--- src/inc/sleep_wake_pkg.sv ---
package sleep_wake_pkg;
   // bus register byte offsets
   localparam logic [7:0] off_loss_holdoff = 8'h00;
   localparam logic [7:0] off_filter = 8'h04;
   localparam logic [7:0] off_sleep_src = 8'h08;
   localparam logic [7:0] off_sleep_thr = 8'h0c;
   localparam logic [7:0] off_sleep_time = 8'h10;
   localparam logic [7:0] off_wake_thr = 8'h14;
   localparam logic [7:0] off_wake_time = 8'h18;
   localparam logic [7:0] off_safety_cfg = 8'h1c;
   localparam logic [7:0] off_comm_cfg = 8'h20;
   localparam logic [7:0] off_serial_cfg = 8'h24;
   localparam logic [7:0] off_loss_timeout = 8'h28;
   localparam logic [7:0] off_control = 8'h2c;
   localparam logic [7:0] off_status = 8'h30;
   localparam logic [7:0] off_serial_active = 8'h34;
   // reset values (times in 0.1 s, levels in 0.1 %)
   localparam logic [7:0] rst_loss_holdoff = 8'h00;
   localparam logic [3:0] rst_filter = 4'h0;
   localparam logic [1:0] rst_sleep_src = 2'h0;
   localparam logic [9:0] rst_sleep_thr = 10'h064;
   localparam logic [9:0] rst_wake_thr = 10'h096;
   localparam logic [12:0] rst_qual_time = 13'h0000;
   localparam logic [2:0] rst_bit_rate = 3'h3;
   localparam logic [7:0] rst_node_addr = 8'h64;
   localparam logic [1:0] rst_loss_action = 2'h0;
   localparam logic [2:0] rst_frame = 3'h0;
   localparam logic [9:0] rst_loss_timeout = 10'h032;
   // limits
   localparam logic [7:0] max_loss_holdoff = 8'hc8;
   localparam logic [3:0] max_filter = 4'he;
   localparam logic [9:0] max_level = 10'h3e8;
   localparam logic [12:0] max_qual_time = 13'h1770;
   localparam logic [2:0] max_bit_rate = 3'h5;
   localparam logic [7:0] min_node_addr = 8'h01;
   localparam logic [7:0] max_node_addr = 8'hf7;
   localparam logic [2:0] max_frame = 3'h5;
   localparam logic [9:0] min_loss_timeout = 10'h001;
   localparam logic [9:0] max_loss_timeout = 10'h258;
   // analog loss thresholds, 12-bit codes: 0-10 V and 0-20 mA full scale
   localparam logic [11:0] v_loss_set = 12'h199;
   localparam logic [11:0] v_loss_clr = 12'h266;
   localparam logic [11:0] i_loss_set = 12'h199;
   localparam logic [11:0] i_loss_clr = 12'h266;
   // timing
   localparam int clk_hz = 20000000;
   localparam real tick_s = 0.1;
   localparam int tick_cycles = int'(tick_s * clk_hz);
   // encodings
   localparam logic [1:0] src_off = 2'h0;
   localparam logic [1:0] src_volt = 2'h1;
   localparam logic [1:0] src_curr = 2'h2;
   localparam logic [1:0] src_freq = 2'h3;
   localparam logic [1:0] act_fault = 2'h0;
   localparam logic [1:0] act_coast = 2'h1;
   localparam logic [1:0] act_stop = 2'h2;
   localparam logic [1:0] act_continue = 2'h3;
   typedef enum logic [1:0] {st_idle, st_run, st_sleep} sleep_state_t;
endpackage

--- src/design/duration_timer.sv ---
`timescale 1ns/1ps
// counts whole ticks while armed; zero length means done at once
module duration_timer
   import sleep_wake_pkg::*;
(
   input wire logic sys_clk_in,
   input wire logic reset_in,
   input wire logic arm_in,
   input wire logic tick_in,
   input wire logic [12:0] length_in,
   output logic done_out
);
   logic [12:0] count;

   // restart whenever disarmed, so a threshold re-cross starts over
   always_ff @(posedge sys_clk_in) begin
      if (reset_in || !arm_in) begin
         count <= 13'h0000;
      end else if (tick_in && count < length_in) begin
         count <= count + 13'h0001;
      end
   end

   assign done_out = arm_in && (count >= length_in);
endmodule

--- src/design/sleep_wake_loss_supervisor.sv ---
`timescale 1ns/1ps
module sleep_wake_loss_supervisor
   import sleep_wake_pkg::*;
#(
   parameter int tick_len = tick_cycles
)
(
   input wire logic sys_clk_in,
   input wire logic reset_in,
   input wire logic psel_in,
   input wire logic penable_in,
   input wire logic pwrite_in,
   input wire logic [7:0] paddr_in,
   input wire logic [31:0] pwdata_in,
   output logic [31:0] prdata_out,
   output logic pready_out,
   output logic pslverr_out,
   input wire logic [11:0] volt_in,
   input wire logic [11:0] curr_in,
   input wire logic [9:0] cmd_freq_pct_in,
   input wire logic [9:0] volt_pct_in,
   input wire logic [9:0] curr_pct_in,
   input wire logic running_in,
   input wire logic safety1_in,
   input wire logic safety2_in,
   input wire logic safety_hw_err_in,
   input wire logic fault_clear_in,
   input wire logic io_connected_in,
   input wire logic serial_controls_in,
   input wire logic serial_lost_in,
   output logic [11:0] volt_filt_out,
   output logic [11:0] curr_filt_out,
   output logic volt_loss_out,
   output logic curr_loss_out,
   output logic asleep_out,
   output logic force_zero_freq_out,
   output logic run_led_out,
   output logic safety_open_fault_out,
   output logic safety_hardware_fault_out,
   output logic nv_commit_out,
   output logic cmd_status_layout_out,
   output logic [15:0] bit_rate_out,
   output logic [7:0] slave_node_address_out,
   output logic parity_en_out,
   output logic parity_odd_out,
   output logic two_stop_out,
   output logic serial_fault_out,
   output logic serial_coast_out,
   output logic serial_stop_out,
   output logic serial_hold_speed_out
);
   logic [7:0] loss_holdoff_time;
   logic [3:0] input_filter_level;
   logic [1:0] sleep_source_select;
   logic [9:0] sleep_threshold;
   logic [9:0] wake_threshold;
   logic [12:0] sleep_qualify_time;
   logic [12:0] wake_qualify_time;
   logic safety_open_action;
   logic safety_fault_reset_method;
   logic param_write_mode;
   // stored bit rate, node address and frame format survive reset_in, like a nonvolatile copy; reset applies them
   logic [2:0] serial_bit_rate = rst_bit_rate;
   logic [7:0] slave_node_address = rst_node_addr;
   logic [2:0] serial_frame_format = rst_frame;
   logic [1:0] serial_loss_action;
   logic [9:0] serial_loss_timeout;
   logic [2:0] active_rate;
   logic [7:0] active_addr;
   logic [2:0] active_frame;
   logic [23:0] tick_cnt;
   logic tick;
   logic [7:0] holdoff_cnt;
   logic holdoff_done;
   logic [25:0] volt_acc;
   logic [25:0] curr_acc;
   logic [9:0] sel_pct;
   logic sleep_cond;
   logic wake_cond;
   logic sleep_done;
   logic wake_done;
   sleep_state_t state;
   logic [22:0] blink_cnt;
   logic [9:0] loss_cnt;
   logic loss_expired;
   logic wr;
   logic rd_ok;
   logic [31:0] next_rdata;

   // saturating clamp for parameter writes
   function automatic logic [12:0] clamp(input logic [31:0] v, input logic [12:0] lo,
                                         input logic [12:0] hi);
      if (v < {19'h0, lo}) begin
         clamp = lo;
      end else if (v > {19'h0, hi}) begin
         clamp = hi;
      end else begin
         clamp = v[12:0];
      end
   endfunction

   // single-pole filter, shift sets strength
   function automatic logic [25:0] filt_step(input logic [25:0] acc, input logic [11:0] x,
                                             input logic [3:0] sh);
      // settles at x shifted up by sh; setting 0 passes x straight through
      filt_step = acc - (acc >> sh) + {14'h0000, x};
   endfunction

   assign wr = psel_in && penable_in && pwrite_in;

   // parameter registers, clamped to their legal ranges
   always_ff @(posedge sys_clk_in) begin
      if (reset_in) begin
         loss_holdoff_time <= rst_loss_holdoff;
         input_filter_level <= rst_filter;
         sleep_source_select <= rst_sleep_src;
         sleep_threshold <= rst_sleep_thr;
         wake_threshold <= rst_wake_thr;
         sleep_qualify_time <= rst_qual_time;
         wake_qualify_time <= rst_qual_time;
         safety_open_action <= 1'b0;
         safety_fault_reset_method <= 1'b0;
         param_write_mode <= 1'b0;
         cmd_status_layout_out <= 1'b0;
         serial_loss_action <= rst_loss_action;
         serial_loss_timeout <= rst_loss_timeout;
      end else if (wr) begin
         unique case (paddr_in)
            off_loss_holdoff: loss_holdoff_time <= 8'(clamp(pwdata_in, 13'h0,
                                                   {5'h0, max_loss_holdoff}));
            off_filter: input_filter_level <= 4'(clamp(pwdata_in, 13'h0,
                                                  {9'h0, max_filter}));
            off_sleep_src: sleep_source_select <= pwdata_in[1:0];
            off_sleep_thr: sleep_threshold <= 10'(clamp(pwdata_in, 13'h0,
                                                  {3'h0, max_level}));
            off_sleep_time: sleep_qualify_time <= clamp(pwdata_in, 13'h0, max_qual_time);
            off_wake_thr: wake_threshold <= 10'(clamp(pwdata_in, 13'h0, {3'h0, max_level}));
            off_wake_time: wake_qualify_time <= clamp(pwdata_in, 13'h0, max_qual_time);
            off_safety_cfg: begin
               safety_open_action <= pwdata_in[0];
               safety_fault_reset_method <= pwdata_in[1];
            end
            off_comm_cfg: begin
               param_write_mode <= pwdata_in[0];
               if (!io_connected_in) begin
                  cmd_status_layout_out <= pwdata_in[1];
               end
            end
            off_serial_cfg: begin
               serial_bit_rate <= 3'(clamp({29'h0, pwdata_in[2:0]}, 13'h0,
                                         {10'h0, max_bit_rate}));
               slave_node_address <= 8'(clamp({24'h0, pwdata_in[15:8]},
                                     {5'h0, min_node_addr}, {5'h0, max_node_addr}));
               serial_frame_format <= 3'(clamp({29'h0, pwdata_in[18:16]}, 13'h0,
                                             {10'h0, max_frame}));
               serial_loss_action <= pwdata_in[25:24];
            end
            off_loss_timeout: serial_loss_timeout <= 10'(clamp(pwdata_in,
                                {3'h0, min_loss_timeout}, {3'h0, max_loss_timeout}));
            default: begin
            end
         endcase
      end
   end

   // serial settings latched only at reset
   always_ff @(posedge sys_clk_in) begin
      if (reset_in) begin
         active_rate <= serial_bit_rate;
         active_addr <= slave_node_address;
         active_frame <= serial_frame_format;
      end
   end

   // the 0.1 s time base
   always_ff @(posedge sys_clk_in) begin
      if (reset_in || tick) begin
         tick_cnt <= 24'h000000;
      end else begin
         tick_cnt <= tick_cnt + 24'h000001;
      end
   end
   assign tick = (tick_cnt == 24'(tick_len - 1));

   // power-up hold-off for loss detection
   always_ff @(posedge sys_clk_in) begin
      if (reset_in) begin
         holdoff_cnt <= 8'h00;
      end else if (tick && !holdoff_done) begin
         holdoff_cnt <= holdoff_cnt + 8'h01;
      end
   end
   assign holdoff_done = (holdoff_cnt >= loss_holdoff_time);

   // analog filters
   always_ff @(posedge sys_clk_in) begin
      if (reset_in) begin
         volt_acc <= 26'h0;
         curr_acc <= 26'h0;
         volt_filt_out <= 12'h000;
         curr_filt_out <= 12'h000;
      end else begin
         volt_acc <= filt_step(volt_acc, volt_in, input_filter_level);
         curr_acc <= filt_step(curr_acc, curr_in, input_filter_level);
         volt_filt_out <= 12'(volt_acc >> input_filter_level);
         curr_filt_out <= 12'(curr_acc >> input_filter_level);
      end
   end

   // loss flags with hysteresis; held off early after power-up
   always_ff @(posedge sys_clk_in) begin
      if (reset_in || !holdoff_done) begin
         volt_loss_out <= 1'b0;
         curr_loss_out <= 1'b0;
      end else begin
         if (volt_in < v_loss_set) begin
            volt_loss_out <= 1'b1;
         end else if (volt_in > v_loss_clr) begin
            volt_loss_out <= 1'b0;
         end
         if (curr_in < i_loss_set) begin
            curr_loss_out <= 1'b1;
         end else if (curr_in > i_loss_clr) begin
            curr_loss_out <= 1'b0;
         end
      end
   end

   // compared signal and direction; inverted when sleep level above wake
   always_comb begin
      unique case (sleep_source_select)
         src_volt: sel_pct = volt_pct_in;
         src_curr: sel_pct = curr_pct_in;
         src_freq: sel_pct = cmd_freq_pct_in;
         default: sel_pct = 10'h000;
      endcase
      if (sleep_threshold > wake_threshold) begin
         sleep_cond = sel_pct > sleep_threshold;
         wake_cond = sel_pct < wake_threshold;
      end else begin
         sleep_cond = sel_pct < sleep_threshold;
         wake_cond = sel_pct > wake_threshold;
      end
   end

   // timers disarm on re-cross, restarting qualification
   duration_timer sleep_timer (
      .sys_clk_in(sys_clk_in),
      .reset_in(reset_in),
      .arm_in(state == st_run && sleep_cond),
      .tick_in(tick),
      .length_in(sleep_qualify_time),
      .done_out(sleep_done)
   );
   duration_timer wake_timer (
      .sys_clk_in(sys_clk_in),
      .reset_in(reset_in),
      .arm_in(state == st_sleep && wake_cond),
      .tick_in(tick),
      .length_in(wake_qualify_time),
      .done_out(wake_done)
   );

   // sleep state machine
   always_ff @(posedge sys_clk_in) begin
      if (reset_in) begin
         state <= st_idle;
      end else begin
         unique case (state)
            st_idle: if (running_in && sleep_source_select != src_off) begin
               state <= st_run;
            end
            st_run: begin
               if (!running_in || sleep_source_select == src_off) begin
                  state <= st_idle;
               end else if (sleep_done) begin
                  state <= st_sleep;
               end
            end
            st_sleep: begin
               if (!running_in || sleep_source_select == src_off) begin
                  state <= st_idle;
               end else if (wake_done) begin
                  state <= st_run;
               end
            end
            default: state <= st_idle;
         endcase
      end
   end

   // blink divider, about 2.4 Hz at 20 MHz
   always_ff @(posedge sys_clk_in) begin
      if (reset_in) begin
         blink_cnt <= 23'h0;
      end else begin
         blink_cnt <= blink_cnt + 23'h1;
      end
   end
   assign asleep_out = (state == st_sleep);
   assign force_zero_freq_out = asleep_out;
   assign run_led_out = asleep_out ? blink_cnt[22] : running_in;

   // safety faults; set wins over any clear
   always_ff @(posedge sys_clk_in) begin
      if (reset_in) begin
         safety_open_fault_out <= 1'b0;
         safety_hardware_fault_out <= 1'b0;
      end else begin
         if (!safety1_in && !safety2_in && !safety_open_action) begin
            safety_open_fault_out <= 1'b1;
         end else if (fault_clear_in) begin
            safety_open_fault_out <= 1'b0;
         end
         if (safety_hw_err_in) begin
            safety_hardware_fault_out <= 1'b1;
         end else if (fault_clear_in && safety_fault_reset_method) begin
            safety_hardware_fault_out <= 1'b0;
         end
      end
   end

   assign nv_commit_out = wr && !param_write_mode;

   // serial loss timer
   always_ff @(posedge sys_clk_in) begin
      if (reset_in || !serial_lost_in || !serial_controls_in) begin
         loss_cnt <= 10'h000;
      end else if (tick && !loss_expired) begin
         loss_cnt <= loss_cnt + 10'h001;
      end
   end
   assign loss_expired = (loss_cnt >= serial_loss_timeout);

   // loss actions, only while the serial port controls
   always_ff @(posedge sys_clk_in) begin
      if (reset_in) begin
         serial_fault_out <= 1'b0;
         serial_coast_out <= 1'b0;
         serial_stop_out <= 1'b0;
         serial_hold_speed_out <= 1'b0;
      end else begin
         serial_fault_out <= loss_expired && serial_loss_action == act_fault;
         serial_coast_out <= loss_expired && serial_loss_action == act_coast;
         serial_stop_out <= loss_expired && serial_loss_action == act_stop;
         serial_hold_speed_out <= loss_expired && serial_loss_action == act_continue;
      end
   end

   // active serial settings
   always_comb begin
      unique case (active_rate)
         3'h0: bit_rate_out = 16'd1200;
         3'h1: bit_rate_out = 16'd2400;
         3'h2: bit_rate_out = 16'd4800;
         3'h4: bit_rate_out = 16'd19200;
         3'h5: bit_rate_out = 16'd38400;
         default: bit_rate_out = 16'd9600;
      endcase
   end
   assign slave_node_address_out = active_addr;
   assign parity_en_out = (active_frame != 3'h0) && (active_frame != 3'h3);
   assign parity_odd_out = (active_frame == 3'h2) || (active_frame == 3'h5);
   assign two_stop_out = (active_frame >= 3'h3);

   // apb read mux
   always_comb begin
      rd_ok = 1'b1;
      unique case (paddr_in)
         off_loss_holdoff: next_rdata = {24'h0, loss_holdoff_time};
         off_filter: next_rdata = {28'h0, input_filter_level};
         off_sleep_src: next_rdata = {30'h0, sleep_source_select};
         off_sleep_thr: next_rdata = {22'h0, sleep_threshold};
         off_sleep_time: next_rdata = {19'h0, sleep_qualify_time};
         off_wake_thr: next_rdata = {22'h0, wake_threshold};
         off_wake_time: next_rdata = {19'h0, wake_qualify_time};
         off_safety_cfg: next_rdata = {30'h0, safety_fault_reset_method, safety_open_action};
         off_comm_cfg: next_rdata = {30'h0, cmd_status_layout_out, param_write_mode};
         off_serial_cfg: next_rdata = {6'h0, serial_loss_action, 5'h0, serial_frame_format,
                                       slave_node_address, 5'h0, serial_bit_rate};
         off_loss_timeout: next_rdata = {22'h0, serial_loss_timeout};
         off_status: next_rdata = {24'h0, safety_hardware_fault_out, safety_open_fault_out,
                                   loss_expired, curr_loss_out, volt_loss_out,
                                   holdoff_done, asleep_out, state == st_run};
         off_serial_active: next_rdata = {13'h0, active_frame, active_addr, 5'h0,
                                          active_rate};
         default: begin
            next_rdata = 32'h0;
            rd_ok = 1'b0;
         end
      endcase
   end

   // read data registered in setup, answered in access with no wait
   always_ff @(posedge sys_clk_in) begin
      if (reset_in) begin
         prdata_out <= 32'h0;
      end else if (psel_in && !penable_in) begin
         prdata_out <= next_rdata;
      end
   end
   assign pready_out = 1'b1;
   assign pslverr_out = psel_in && penable_in && !rd_ok;
endmodule

--- config.mk ---
export PLATFORM = sky130hd
export DESIGN_NAME = sleep_wake_loss_supervisor
export DESIGN_NICKNAME = d
export VERILOG_FILES = /design/src/inc/sleep_wake_pkg.sv /design/src/design/duration_timer.sv /design/src/design/sleep_wake_loss_supervisor.sv
export SDC_FILE = /design/constraint.sdc
export NUM_CORES = 1
export LEC_CHECK = 0
export BUFFER_PORTS_ARGS = -buffer_cell sky130_fd_sc_hd__buf_2
export CAP_MARGIN = 20
export CELL_PAD_IN_SITES_DETAIL_PLACEMENT = 0
export CELL_PAD_IN_SITES_GLOBAL_PLACEMENT = 2
export CORE_MARGIN = 5
export CORE_UTILIZATION = 40
export CTS_BUF_LIST = sky130_fd_sc_hd__clkbuf_4 sky130_fd_sc_hd__clkbuf_8
export CTS_CLUSTER_DIAMETER = 50
export DETAILED_ROUTE_END_ITERATION = 6
export PLACE_DENSITY = 0.86
export REMOVE_ABC_BUFFERS = 1
export SYNTH_ARGS = -nofsm -noshare
export SYNTH_HDL_FRONTEND = slang
export SYNTH_SLANG_ARGS = --single-unit
--- constraint.sdc ---
create_clock -name sys_clk_in -period 14.9 [get_ports sys_clk_in]
set_input_delay 2.98 -clock sys_clk_in [delete_from_list [all_inputs] [get_ports sys_clk_in]]
set_output_delay 2.98 -clock sys_clk_in [all_outputs]
set_load 0.01 [all_outputs]
==> results.md <==
- Worst path bufs/invs: 2
- Hold Slack: 0.454 ns
- GRT Overall Usage: 0.220
- Final WS setup: 8.30 ns
- Fin crit share: 0.443
- Clock Sink Count: 302
- Pre-CTS setup slack: 8.31 ns
- Syn avg cell area: 8.41 um2
- Highest routed metal layer: met4
- Hold Startpoint: serial_frame_format[1]
- Maximum vdd ir drop: 0.0698 mV
- Crit path cell chain: buf_2 -> nor2_1 -> a31oi_1 -> buf_2
- FP Rows: 81
- Largest cells by area after synthesis: dfxtp_1 28%, ha_1 10%, nor2_1 5.1%, edfxtp_1 4.3%, a21oi_1 3.8%
- H-tree level count: 2
- Pin count of the biggest net entering global routing: 88
- Nets: 2766
- Cell mode on critical path: buf_2
- R2R Path Start: input_filter_level[0]
- Fmax achieved: 0.151 GHz
- Critical path data arrival time: 3.62 ns
- Area of the core: 48600 um2
- Initial antenna violation count: 5
- Total Wirelength: 60500 um
- Filler Cells Inserted: 4898
- Power per cell area: 163 nW/um2
- WL met2: 27100 um
- Total power: 3.63 mW
- Critical Path Start Type: input port
- Max Root-Sink Buffers: 3
- Post-DR vias/cell: 5.53
- Via count: 17400
- Sequential cell area: 6330 um2
- Reg-to-Reg End: volt_acc[21]
- Post-Syn Instances: 2328
- CP Capture Type: output pin
- Final ANT Viol Nets: 0
- # IOs: 205
- Slowest cell on crit path: nor2_1
- Die height: 231 um
- Post-DP HPWL: 45500 um
- Max-Slew Margin vs Limit: 0.280
- Async SR Flop Fraction: 0
- Pins over their slew limit: 0
- Pre-antenna DRT Iters: 5
- Hold/Removal Path Class: flip-flop to flip-flop
- Setup violations, final: 0
- Synth Warn #: 0
- DRC Markers: 0
- Share of layout cells above drive strength 1: 0.160
- Max Clock Skew: 0.0211 ns
- First-pass GRT wire length: 95000 um
- Die area: 53500 um2
- RSZ-0062 raised after global routing: no
- Min Tclk post-route: 6.60 ns
- Vias in the first global route: 16900
- Hold buffers post-CTS: 0
- Worst-path clk slew: 0.06 ns
- Area occupied by multi-input gates: 12100 um2
- Initial DRC count: 1427
- Met1 Routed Length: 28600 um
- Final hold violation count: 0
- Die X: 231 um
- Area Growth Syn to Fin: 13.6%
- Post-CTS setup buffers: 0
- Leak: 9.19 nW
- Post-cts resize count: 0
- Status: completed
- WP data required: 11.92 ns
- Synth unique cells: 82
- WL per Instance: 19.2 um
- Max Cap Viol: 0
- FF-to-FF setup slack: 9.46 ns
- Final cell count without fillers: 3151
- Placement-stage cell area: 20900 um2
- Detail Route met3 WL: 3470 um
- GRT Residual Overflow: 0
- Cell count along the critical path: 4
- Dominant synthesized flop cell: dfxtp_1
- Critical path class: input port to output pin
- Core Util, Final: 0.457
- Worst path top cell family by delay: buffers and inverters
- Worst r2r path cells: 17
- Starting Density: 0.402
- Crit-path max FO: 5
- CTS tree: built
- CTS root buf: clkbuf_8
- Placed Instances: 3040
- Total CTS buffers: 57
- Sequential area share after synthesis: 0.323
- Slew @ Worst Pin: 1.07 ns
- Number of synthesized flops with an enable pin: 28
- CP max stage delay: 0.26 ns
- Mapped cell area: 19600 um2
- PortBufs: 188
- Clk_lat worst skew: 0.66 ns
- Setup TNS: 0 ns
- GP Congestion: 0.897
- Fin area: 22200 um2
- Area share of the largest cell type after synthesis: 0.280
- Hold path cells: 0
- #FFs+latches synth: 302
- Leading area contributor after synthesis: dfxtp_1
- Hold EP: active_frame[1]
-- cells by family (layout without fill, tap and decap cells) --
kind of cell | after synthesis | after routing | synth area share
and+or+nand+nor | 818 | 818 | 0.202
DFF | 302 | 302 | 0.323
other | 2 | 21 | 0.000384
muxes | 116 | 116 | 0.0741
AOI/OAI and AO/OA | 502 | 502 | 0.169
xor gates and xnor gates | 91 | 91 | 0.0407
buffers and inverters | 315 | 497 | 0.0649
adders and majority gates | 182 | 182 | 0.125
-- final cells by class --
class	count	share of cell area
Timing Repair Buffer	210	0.0500
Clock inverter	23	0.00985
Antenna cell	5	0.000563
Inverter	183	0.0309
Clock buffer	81	0.0468
Tap cell	622	0.0350
Sequential cell	302	0.285
Multi-Input combinational cell	1725	0.542
-- synthesized netlist by cell type, drive strengths merged (21+ instances only) --
cell type and number:
dfxtp 274, a211oi 39, edfxtp 28, o21ai 85, mux2 41, o211ai 21
a21oi 151, xnor2 50, nor3 56, a22oi 38, nand4 29, ha 156
nand2 155, nand3 79, xor2 41, and2 35, inv 182, mux2i 56
a21o 34, nor4 25, nor2 268, fa 24, clkbuf 89, nor2b 47
buf 42, and3 24, or3 34
-- cells in the final DEF (no fill, tap or decap), drive strengths merged, types with 50 or more instances in the layout --
master / n
nor2: 268
inv: 182
nand3: 79
a21oi: 151
o21ai: 85
clkbuf: 81
mux2i: 56
xnor2: 50
nand2: 155
ha: 156
nor3: 56
buf: 210
dfxtp: 274
-- worst max path at each step --
stage	from	endpoint	slack, ns
after floorplan	paddr_in[7]	pslverr_out	8.56
after global placement	penable_in	nv_commit_out	8.34
after detailed placement	paddr_in[1]	pslverr_out	8.31
after CTS	paddr_in[1]	pslverr_out	8.30
after global routing	paddr_in[1]	pslverr_out	8.19
final	paddr_in[1]	pslverr_out	8.30
-- power by group --
| part | total, mW | leakage (nW) | switching [mW] | internal (mW) |
|---|---|---|---|---|
| clock | 0.903 | 0.666 | 0.385 | 0.519 |
| combinational | 1.74 | 6.03 | 0.982 | 0.759 |
| sequential | 0.985 | 2.49 | 0.0735 | 0.912 |
| total | 3.63 | 9.19 | 1.44 | 2.19 |
-- sequential cells by signal, indices dropped and copies added (netlist names), 10 cells and up --
register / cells
blink_cnt: 23
wake_threshold: 10
prdata_out: 21
volt_acc: 26
volt_filt_out: 12
wake_timer.count: 13
curr_acc: 26
serial_loss_timeout: 10
sleep_threshold: 10
loss_cnt: 10
sleep_timer.count: 13
wake_qualify_time: 13
tick_cnt: 24
sleep_qualify_time: 13
curr_filt_out: 12
-- routing by layer --
metal  vias to the layer above  track usage
li1                       8562            -
met1                      8319        0.309
met2                       448        0.349
met3                        96       0.0415
met4                         0       0.0600
met5                         -            0
(Power assumes the default switching activity.)
